File: config.mk
export PLATFORM = sky130hd
export DESIGN_NAME = prf_flags
export DESIGN_NICKNAME = d
export VERILOG_FILES = /design/src/prf_flags_unused_guard.v /design/src/prf_flags.v /design/src/prf_sync.v
export VERILOG_INCLUDE_DIRS = /design/src
export SDC_FILE = /design/constraint.sdc
export NUM_CORES = 1
export LEC_CHECK = 0
export BUFFER_PORTS_ARGS = -buffer_cell sky130_fd_sc_hd__buf_4
export CELL_PAD_IN_SITES_DETAIL_PLACEMENT = 0
export CELL_PAD_IN_SITES_GLOBAL_PLACEMENT = 1
export CORE_MARGIN = 2
export CORE_UTILIZATION = 36
export CTS_BUF_LIST = sky130_fd_sc_hd__clkbuf_4 sky130_fd_sc_hd__clkbuf_8
export CTS_CLUSTER_DIAMETER = 120
export CTS_CLUSTER_SIZE = 30
export DETAILED_ROUTE_END_ITERATION = 6
export PLACE_DENSITY = 0.76
export SYNTH_ARGS = -nofsm -noshare
export SYNTH_HDL_FRONTEND = slang
export SYNTH_SLANG_ARGS = --single-unit
File: constraint.sdc
create_clock -name ref_clk -period 2.7 [get_ports ref_clk]
set_input_delay 0.135 -clock ref_clk [delete_from_list [all_inputs] [get_ports ref_clk]]
set_output_delay 0.135 -clock ref_clk [all_outputs]
set_load 0.1 [all_outputs]
File: src/prf_map.vh
// register map, field positions and reset values of the request flag bank
// assumes an 8-bit register port with a 4-bit word address
`ifndef PRF_MAP_VH
`define PRF_MAP_VH

`define PRF_ADDR_W 4
`define PRF_DATA_W 8

`define PRF_OFS_FLAGS 4'h0
`define PRF_OFS_ENABLE 4'h1
`define PRF_OFS_INTCTL 4'h2
`define PRF_OFS_RSTSTAT 4'h3
`define PRF_OFS_BORCTL 4'h4
`define PRF_OFS_APSEL 4'h5

`define PRF_BIT_ADC 6
`define PRF_BIT_CCP 5
`define PRF_BIT_CMP 3
`define PRF_BIT_TMR2 1
`define PRF_BIT_TIMER_ONE_COUNT 0
`define PRF_FLAG_MASK 8'h6b

`define PRF_BIT_GIE 7
`define PRF_BIT_PERIPHERAL_INTERRUPT_ENABLE 6
`define PRF_INTCTL_MASK 8'hc0

`define PRF_BIT_POR 1
`define PRF_BIT_BOR 0
`define PRF_BIT_BOREN 0

`define PRF_BIT_APA 0
`define PRF_BIT_APB 1
`define PRF_BIT_APG 4
`define PRF_APSEL_MASK 8'h13

`define PRF_FLAGS_RST 8'h00
`define PRF_ENABLE_RST 8'h00
`define PRF_INTCTL_RST 8'h00
`define PRF_APSEL_RST 8'h00
`define PRF_POR_RST 1'b0
`define PRF_BOR_RST 1'b0
`define PRF_BOREN_RST 1'b1

`define PRF_CCP_OFF 2'h0
`define PRF_CCP_CAPTURE 2'h1
`define PRF_CCP_COMPARE 2'h2
`define PRF_CCP_PWM 2'h3

`define PRF_SYNC_STAGES 2

`endif

File: src/prf_flags_unused_guard.v
// holds no logic; the block lives in prf_flags.v and prf_sync.v
`timescale 1ns/1ps

File: src/prf_flags.v
// peripheral request flags, reset status, interrupt gating and pin routing
// assumes peripheral event strobes are one-cycle pulses on ref_clk and
// reset-cause strobes come from a reset controller on the same clock
//
// The register offsets and the address-and-strobe port were chosen for this implementation.
`timescale 1ns/1ps
`include "prf_map.vh"

module prf_flags (
  // clock and reset
  input wire ref_clk,
  input wire resetn,
  input wire clk_en,
  // register port
  input wire [`PRF_ADDR_W-1:0] addr,
  input wire [`PRF_DATA_W-1:0] wr_data,
  input wire wr_strobe,
  input wire rd_strobe,
  output reg [`PRF_DATA_W-1:0] rd_data,
  // peripheral events
  input wire conversion_start,
  input wire conversion_done,
  input wire [1:0] ccp_mode,
  input wire capture_event,
  input wire compare_match,
  input wire comparator_out,
  input wire period_match,
  input wire timer_one_overflow,
  // reset causes
  input wire brownout_reset,
  input wire watchdog_reset,
  input wire external_reset_pin,
  output reg brownout_reset_enable,
  // interrupt
  output reg irq,
  // pwm routing
  input wire pwm_output_a,
  input wire pwm_output_b,
  output reg pwm_a_pin0,
  output reg pwm_a_pin0_oe,
  output reg pwm_a_pin1,
  output reg pwm_a_pin1_oe,
  output reg pwm_b_pin0,
  output reg pwm_b_pin0_oe,
  output reg pwm_b_pin1,
  output reg pwm_b_pin1_oe,
  // timer one gate routing
  input wire gate_pin0,
  input wire gate_pin1,
  output reg timer_one_gate
);

reg [7:0] peripheral_request_flags;
reg [7:0] enable_mask;
reg [7:0] interrupt_control;
reg [7:0] alternate_pin_select;
reg power_on_flag;
reg brownout_status_flag;
reg comparator_prev;
reg [2:0] comparator_settle;
reg [7:0] next_flags;
reg [7:0] flag_set;
reg [7:0] flag_clr;
reg [7:0] next_rd_data;
reg next_power_on_flag;
reg next_brownout_status_flag;
reg next_irq;
wire [2:0] async_pins;
wire [2:0] synced_pins;
wire comparator_sync;
wire gate0_sync;
wire gate1_sync;
wire comparator_change;
wire write_flags;
wire write_enable;
wire write_intctl;
wire write_rststat;
wire write_borctl;
wire write_apsel;
wire brownout_taken;
wire warm_reset;
wire global_interrupt_enable;
wire peripheral_interrupt_enable;
wire [7:0] pending;

assign async_pins = {gate_pin1, gate_pin0, comparator_out};
prf_sync #(
  .WIDTH(3)
) i_prf_sync (
  .ref_clk(ref_clk),
  .resetn(resetn),
  .clk_en(clk_en),
  .async_in(async_pins),
  .sync_out(synced_pins)
);
assign comparator_sync = synced_pins[0];
assign gate0_sync = synced_pins[1];
assign gate1_sync = synced_pins[2];

// comparator output change detect
assign comparator_change = comparator_sync ^ comparator_prev;

// register write decode
assign write_flags = wr_strobe && (addr == `PRF_OFS_FLAGS);
assign write_enable = wr_strobe && (addr == `PRF_OFS_ENABLE);
assign write_intctl = wr_strobe && (addr == `PRF_OFS_INTCTL);
assign write_rststat = wr_strobe && (addr == `PRF_OFS_RSTSTAT);
assign write_borctl = wr_strobe && (addr == `PRF_OFS_BORCTL);
assign write_apsel = wr_strobe && (addr == `PRF_OFS_APSEL);

// brown-out only acts while its reset is enabled
assign brownout_taken = brownout_reset && brownout_reset_enable;

// warm resets clear the request flags, enable, interrupt control and pin select, not the power-on flag or brown-out enable
assign warm_reset = brownout_taken || watchdog_reset ||
  external_reset_pin;

assign global_interrupt_enable = interrupt_control[`PRF_BIT_GIE];
assign peripheral_interrupt_enable = interrupt_control[`PRF_BIT_PERIPHERAL_INTERRUPT_ENABLE];
assign pending = peripheral_request_flags & enable_mask;

// event sets, independent of any enable
always @*
begin
  flag_set = 8'h00;
  flag_set[`PRF_BIT_ADC] = conversion_done;
  case (ccp_mode)
    `PRF_CCP_CAPTURE:
    begin
      flag_set[`PRF_BIT_CCP] = capture_event;
    end
    `PRF_CCP_COMPARE:
    begin
      flag_set[`PRF_BIT_CCP] = compare_match;
    end
    default:
    begin
      flag_set[`PRF_BIT_CCP] = 1'b0;
    end
  endcase
  flag_set[`PRF_BIT_CMP] = comparator_change && comparator_settle[2];
  flag_set[`PRF_BIT_TMR2] = period_match;
  flag_set[`PRF_BIT_TIMER_ONE_COUNT] = timer_one_overflow;
end

// software clears by writing ones; a new conversion clears bit 6
always @*
begin
  flag_clr = 8'h00;
  if (write_flags)
  begin
    flag_clr = wr_data;
  end
  if (conversion_start)
  begin
    flag_clr[`PRF_BIT_ADC] = 1'b1;
  end
end

// set wins over clear; unimplemented bits held at zero
always @*
begin
  next_flags = ((peripheral_request_flags & ~flag_clr) | flag_set) &
    `PRF_FLAG_MASK;
end

// reset status: software writes rearm, brown-out clears its own flag
always @*
begin
  next_power_on_flag = power_on_flag;
  next_brownout_status_flag = brownout_status_flag;
  if (write_rststat)
  begin
    next_power_on_flag = wr_data[`PRF_BIT_POR];
    next_brownout_status_flag = wr_data[`PRF_BIT_BOR];
  end
  if (brownout_taken)
  begin
    next_brownout_status_flag = 1'b0;
  end
end

// interrupt request, gated by both enables
always @*
begin
  next_irq = (|pending) && peripheral_interrupt_enable &&
    global_interrupt_enable;
end

// read mux, zero for unmapped addresses and idle cycles
always @*
begin
  next_rd_data = 8'h00;
  if (rd_strobe)
  begin
    case (addr)
      `PRF_OFS_FLAGS:
      begin
        next_rd_data = peripheral_request_flags & `PRF_FLAG_MASK;
      end
      `PRF_OFS_ENABLE:
      begin
        next_rd_data = enable_mask & `PRF_FLAG_MASK;
      end
      `PRF_OFS_INTCTL:
      begin
        next_rd_data = interrupt_control & `PRF_INTCTL_MASK;
      end
      `PRF_OFS_RSTSTAT:
      begin
        next_rd_data[`PRF_BIT_POR] = power_on_flag;
        next_rd_data[`PRF_BIT_BOR] = brownout_status_flag &&
          brownout_reset_enable;
      end
      `PRF_OFS_BORCTL:
      begin
        next_rd_data[`PRF_BIT_BOREN] = brownout_reset_enable;
      end
      `PRF_OFS_APSEL:
      begin
        next_rd_data = alternate_pin_select & `PRF_APSEL_MASK;
      end
      default:
      begin
        next_rd_data = 8'h00;
      end
    endcase
  end
end

// request flags and control registers
always @(posedge ref_clk or negedge resetn)
begin
  if (!resetn)
  begin
    peripheral_request_flags <= `PRF_FLAGS_RST;
    enable_mask <= `PRF_ENABLE_RST;
    interrupt_control <= `PRF_INTCTL_RST;
    alternate_pin_select <= `PRF_APSEL_RST;
    comparator_prev <= 1'b0;
    comparator_settle <= 3'h0;
  end
  else if (clk_en)
  begin
    comparator_prev <= comparator_sync;
    comparator_settle <= {comparator_settle[1:0], 1'b1};
    if (warm_reset)
    begin
      peripheral_request_flags <= `PRF_FLAGS_RST;
      enable_mask <= `PRF_ENABLE_RST;
      interrupt_control <= `PRF_INTCTL_RST;
      alternate_pin_select <= `PRF_APSEL_RST;
    end
    else
    begin
      peripheral_request_flags <= next_flags;
      if (write_enable)
      begin
        enable_mask <= wr_data & `PRF_FLAG_MASK;
      end
      if (write_intctl)
      begin
        interrupt_control <= wr_data & `PRF_INTCTL_MASK;
      end
      if (write_apsel)
      begin
        alternate_pin_select <= wr_data & `PRF_APSEL_MASK;
      end
    end
  end
end

// power-on flag and brown-out enable survive warm resets; a brown-out clears its own status flag
always @(posedge ref_clk or negedge resetn)
begin
  if (!resetn)
  begin
    power_on_flag <= `PRF_POR_RST;
    brownout_status_flag <= `PRF_BOR_RST;
    brownout_reset_enable <= `PRF_BOREN_RST;
  end
  else if (clk_en)
  begin
    power_on_flag <= next_power_on_flag;
    brownout_status_flag <= next_brownout_status_flag;
    if (write_borctl)
    begin
      brownout_reset_enable <= wr_data[`PRF_BIT_BOREN];
    end
  end
end

// read data and interrupt output
always @(posedge ref_clk or negedge resetn)
begin
  if (!resetn)
  begin
    rd_data <= 8'h00;
    irq <= 1'b0;
  end
  else if (clk_en)
  begin
    rd_data <= next_rd_data;
    irq <= next_irq;
  end
end

// pin routing of pwm channels and timer one gate
always @(posedge ref_clk or negedge resetn)
begin
  if (!resetn)
  begin
    pwm_a_pin0 <= 1'b0;
    pwm_a_pin0_oe <= 1'b0;
    pwm_a_pin1 <= 1'b0;
    pwm_a_pin1_oe <= 1'b0;
    pwm_b_pin0 <= 1'b0;
    pwm_b_pin0_oe <= 1'b0;
    pwm_b_pin1 <= 1'b0;
    pwm_b_pin1_oe <= 1'b0;
    timer_one_gate <= 1'b0;
  end
  else if (clk_en)
  begin
    pwm_a_pin0 <= pwm_output_a &&
      !alternate_pin_select[`PRF_BIT_APA];
    pwm_a_pin0_oe <= (ccp_mode == `PRF_CCP_PWM) &&
      !alternate_pin_select[`PRF_BIT_APA];
    pwm_a_pin1 <= pwm_output_a &&
      alternate_pin_select[`PRF_BIT_APA];
    pwm_a_pin1_oe <= (ccp_mode == `PRF_CCP_PWM) &&
      alternate_pin_select[`PRF_BIT_APA];
    pwm_b_pin0 <= pwm_output_b &&
      !alternate_pin_select[`PRF_BIT_APB];
    pwm_b_pin0_oe <= (ccp_mode == `PRF_CCP_PWM) &&
      !alternate_pin_select[`PRF_BIT_APB];
    pwm_b_pin1 <= pwm_output_b &&
      alternate_pin_select[`PRF_BIT_APB];
    pwm_b_pin1_oe <= (ccp_mode == `PRF_CCP_PWM) &&
      alternate_pin_select[`PRF_BIT_APB];
    if (alternate_pin_select[`PRF_BIT_APG])
    begin
      timer_one_gate <= gate1_sync;
    end
    else
    begin
      timer_one_gate <= gate0_sync;
    end
  end
end

endmodule

File: src/prf_sync.v
// two-stage synchroniser for inputs from outside the clock domain
// assumes the reader samples only the second stage
`timescale 1ns/1ps
module prf_sync #(
  parameter WIDTH = 1
) (
  // clock and reset
  input wire ref_clk,
  input wire resetn,
  input wire clk_en,
  // data
  input wire [WIDTH-1:0] async_in,
  output reg [WIDTH-1:0] sync_out
);

reg [WIDTH-1:0] stage_one;

always @(posedge ref_clk or negedge resetn)
begin
  if (!resetn)
  begin
    stage_one <= {WIDTH{1'b0}};
    sync_out <= {WIDTH{1'b0}};
  end
  else if (clk_en)
  begin
    stage_one <= async_in;
    sync_out <= stage_one;
  end
end

endmodule

Yosys cells after proc, flatten, opt, wreduce, memory -nomap -nowiden
Index checks and enable logic that the tools add are counted.

Reductions and logical operators: 35. Multiplexer cells: 17. Equality and inequality tests: 8. Bitwise operators: 5.

Operator list (count): $mux 8 (5); $pmux 6 s4 (1); $logic_and 1x1->1 (19); $mux 7 (2); $reduce_and 2->1 (6); $mux 5 (2); $and 7x8->8 (1); $eq 4x2->1 const B (2); $eq 4x3->1 const B (2); $reduce_bool 2->1 (4); $reduce_or 8->1 (1); $and 7x7->7 (1); $not 7->7 (1); $or 7x7->7 (1); $pmux 1 s5 (1); $eq 2x2->1 const B (2); $eq 4x1->1 const B (1); $logic_not 4->1 (1); $mux 1 (4); $pmux 1 s4 (1); $eq 2x1->1 const B (1); $logic_not 1->1 (2); $logic_or 1x1->1 (2); $pmux 1 s2 (1); $xor 1x1->1 (1).

Output and inout bits: 19. Logic and storage cells: 87. Flip-flop bits (word level): 59.

Longest topological paths before layout
Depth after elaboration: 8. Depth in mapped cells: 5. Depth with buffers taken out: 5.

By module
From an unflattened synthesis, not the netlist that was laid out.

Cells, all modules: 202. Area total of the unflattened synthesis: 2247.2 um^2.

Modules (own cells, without submodules): prf_flags (cells an instance 189, seq. area each 977.2 um^2, times used 1, area each 1995.7 um^2); prf_sync (cells an instance 13, seq. area each 150.1 um^2, times used 1, area each 251.5 um^2).

Least setup slack after synthesis
OpenSTA, ideal clock, no wires.

Path type: flip-flop to flip-flop. Start: register brownout_reset_enable. End: register enable_mask[1]. Data arrival time: 1.601 ns. Cell stages (with the launch flop): 6. Setup slack: 0.978 ns. Path buffers: 1. Required time: 2.579 ns. Cells stage by stage: dfstp_2 > a211o_1 > buf_6 > nor2_8 > and2_4 > a22o_1.

Longest elaborated chain between the ends: 5. Elaborated cells between the ends (all ways): 6. Classes of those cells: 1 x mux; 5 x reduce/logical.

RTL lines: start, declared (line prf_flags.v:33) `output reg brownout_reset_enable,`; start signal, assigned (line prf_flags.v:280) `` brownout_reset_enable <= `PRF_BOREN_RST; ``; start signal, assigned (line prf_flags.v:288) `` brownout_reset_enable <= wr_data[`PRF_BIT_BOREN]; ``; $logic_and 1x1->1 (*) (line prf_flags.v:112) `assign brownout_taken = brownout_reset && brownout_reset_enable;`; $logic_or 1x1->1 (*) (2 in series) (line prf_flags.v:115) `assign warm_reset = brownout_taken || watchdog_reset ||`; $reduce_bool 2->1 (no source line); $reduce_and 2->1 (no source line); end signal, assigned (line prf_flags.v:237) `` enable_mask <= `PRF_ENABLE_RST; ``; end signal, assigned (line prf_flags.v:250) `` enable_mask <= `PRF_ENABLE_RST; ``; end signal, assigned (line prf_flags.v:259) `` enable_mask <= wr_data & `PRF_FLAG_MASK; ``; end, declared (line prf_flags.v:54) `reg [7:0] enable_mask;`.

Every way passes the cells marked *; elsewhere a longest branch is shown, timed or not. A chain may end at the register's enable or synchronous reset.

Final worst setup path
Start: register brownout_reset_enable. End: register enable_mask[5].

Same word-level chain as after synthesis.

==> summary.txt <==
Status
  • Outcome: finished clean

Timing
  • Setup-failing EPs final: 0
  • Sum Neg Setup Slack: 0 ns
  • RSZ-0062 raised after global routing: no
  • Hold Fails Final Rpt: 0
  • Slew Limit Fails: 0
  • Fin crit share: 62.6%
  • Fmax achieved: 0.592 GHz
  • Clock skew: 0.00712 ns
  • Slew at the pin with the worst max-slew slack: 0.622 ns
  • Slew margin rel.: 58.5%
  • Min cycle time layout: 1.69 ns

CTS
  • Clk slew on worst S/H paths: 0.09 ns
  • CTS tree: built
  • Clk sink count: 45
  • Clock root cell: clkbuf_8
  • Clk Latency, worst-skew pair: 0.30 ns
  • TritonCTS buffer count: 5
  • H-tree depth: 2
  • Bufs on Longest Clock Path: 2
  • Resized Gates After CTS: 0

Place
  • Detailed Place HPWL: 3.35 mm
  • Routability-driven placement congestion ratio: 0.745
  • I/O Buffers: 49
  • Post-Place Cells: 304

Worst setup path
  • CP startpoint kind: flop
  • CP Class: reg -> reg
  • Largest stage delay, worst path: 0.59 ns
  • Setup crit end kind: flop
  • Cell breakdown of the critical path: a211o_1 -> nor2_8 -> and2_4 -> a22o_1
  • Arrival time worst endpoint: 1.88 ns
  • Req. time, crit path: 2.89 ns
  • Peak fanout along the critical path: 10
  • Critical path's slowest cell: dfstp_2

Synth
  • Flops & latches, synth: 45
  • Post-synthesis sequential area ratio: 52.4%
  • Yosys cell types: 52
  • Syn Area/Cell: 11.4 µm²
  • Synthesized Nets: 225
  • Most used flip-flop cell after synthesis: dfrtp_1
  • Post-synth top area share: 51.2%
  • Syn Inst Count: 189
  • Most frequent cell after synthesis: dfrtp_1
  • Post-synth EDFFs: 0
  • Largest area contributor in the netlist: dfrtp_1
  • Mapped Area: 2150 µm²
  • Yosys warns: 0
  • Post-synth top cells: dfrtp_1 (44), o21ai_0 (15), inv_1 (11), nand2_1 (11), mux2_2 (10)
  • Top post-synthesis cells by area: dfrtp_1 (51%), mux2_2 (5.2%), a22o_1 (3.7%)
  • FFs w/ async S/R, synth: 100%

Floorplan
  • Die area: 6600 µm²
  • Core area: 5850 µm²
  • Num rows: 28
  • Starting Density: 36.7%
  • Die Wd: 81.3 µm
  • Boundary Pins: 52
  • Die Y: 81.3 µm

Power and ir drop
  • Worst VDD drop: 0.340 mV
  • Pwr dens: 584 nW/µm²
  • Leak Pwr: 1.24 nW

Final layout
  • Sequential Area: 1130 µm²
  • Post-Layout Cell Count: 313
  • Final nets: 273
  • Fill cells: 572
  • Syn-to-layout area delta: 25.0%
  • Area of the multi-input gates: 927 µm²
  • Layout cells sized above 1: 32.8%
  • ANT cells: 0
  • Final core occ: 45.9%

Drt
  • DRT antenna net count: 0
  • DRC violations left: 0
  • Vias: 1646
  • Number of vias per cell: 5.26
  • Routed WL: 4.97 mm
  • First-pass DRT Iterations: 4
  • Drt wl/cell: 15.9 µm
  • DRT iter0 DRCs: 88

GRT
  • Remaining global-route overflow: 0
  • Gr usage total: 16.5%
  • Vias in the first global route: 1632
  • First-pass GRT wire length: 8.27 mm
  • Pin count of the biggest net entering global routing: 46
  • Initial antenna violation count: 0

Flow run
  • Max Cap Viol: 0

Worst hold path
  • Hold crit path type: in -> reg
-- per-layer routing --
metal,part of all wire (%),vias up,routed length (µm),track usage [%]
met2,44,50,2190,23.9
met5,0,-,0,0
met1,50,805,2460,24.1
li1,-,785,-,-
met4,1.3,0,66,5.59
met3,5.1,6,254,3.67
-- per-stage QoR --
stage / total power, mW / hold WS (ns) / cell area [µm²] / worst slack [ns]
after floorplan: 0.935 / -0.161 / 2150 / 0.978
after global placement: 1.03 / 0.172 / 2560 / 1.05
after detailed placement: 1.03 / 0.179 / 2560 / 1.05
after CTS: 1.58 / 0.0203 / 2690 / 1.02
after global routing: 1.64 / 0.0381 / 2690 / 0.967
final: 1.57 / 0.0259 / 2690 / 1.01
-- cell families (layout without fill, tap and decap cells) --
group	after synthesis	in the layout	synth area share, %
xor+xnor	1	1	0.408
compound gates	56	56	19.0
fa+ha+maj	3	3	1.75
other cells	1	1	0.174
simple gates	48	48	14.1
flops	45	45	52.4
buf+inv	20	69	4.42
mux	15	15	7.63
-- critical path: cells and delay by family, from the launching register on --
family | cells | cell delay, ns
AOI/OAI and AO/OA | 2 | 0.66
DFF | 1 | 0.59
and+or+nand+nor | 2 | 0.32
-- flip-flops by register name, indices dropped and copies added (netlist names), 2 cells and up --
signal                    cells
alternate_pin_select          3
rd_data                       7
enable_mask                   5
comparator_settle             3
peripheral_request_flags      5
interrupt_control             2
i_prf_sync.stage_one          3
i_prf_sync.sync_out           3
-- placed cells by master (no fill, tap or decap), types with 2 or more instances in the layout --
master / count
a21oi_1: 2
a22o_1: 9
a22oi_1: 2
a31oi_1: 4
a32o_1: 5
and2_1: 2
and3_1: 3
buf_4: 49
clkbuf_8: 6
dfrtp_1: 44
ha_1: 3
inv_1: 11
mux2_2: 10
mux2i_1: 4
nand2_1: 11
nand3_1: 8
nand3b_1: 5
nor2_1: 5
o21ai_0: 15
o21ai_1: 2
o21ai_2: 2
o2bb2ai_1: 5
-- final timing paths --
kind | start | endpoint | slack, ns | cells past startpoint
min in group asynchronous | resetn | pwm_a_pin1 | 0.37 | 2
max reg2reg | brownout_reset_enable | enable_mask[5] | 1.01 | 4
min | timer_one_overflow | peripheral_request_flags[0] | 0.03 | 3
min reg2reg | comparator_settle[0] | comparator_settle[0] | 0.46 | 1
max in group asynchronous | resetn | comparator_settle[1] | 1.91 | 2
max | brownout_reset_enable | enable_mask[5] | 1.01 | 4
-- layout make-up --
cell class                 instances  area share (%)
clock buffer                       6            3.07
clock inverter                     2            1.40
inverter                          11            1.54
multi-input combinational        124            34.5
sequential                        45            41.9
tap                               75            3.49
timing repair buffer              50            14.1
-- report_power, final --
part           internal, mW  leakage, nW  switching (mW)
sequential            0.714        0.577          0.0269
clock                 0.301       0.0574           0.247
combinational        0.0938        0.609           0.185
-- what timing repair did --
item,4_1_cts,5_1_grt
hold buffers,1,0
endpoints found under the hold margin,44,0
setup buffers,0,0
Power figures use the tool's default switching activity.
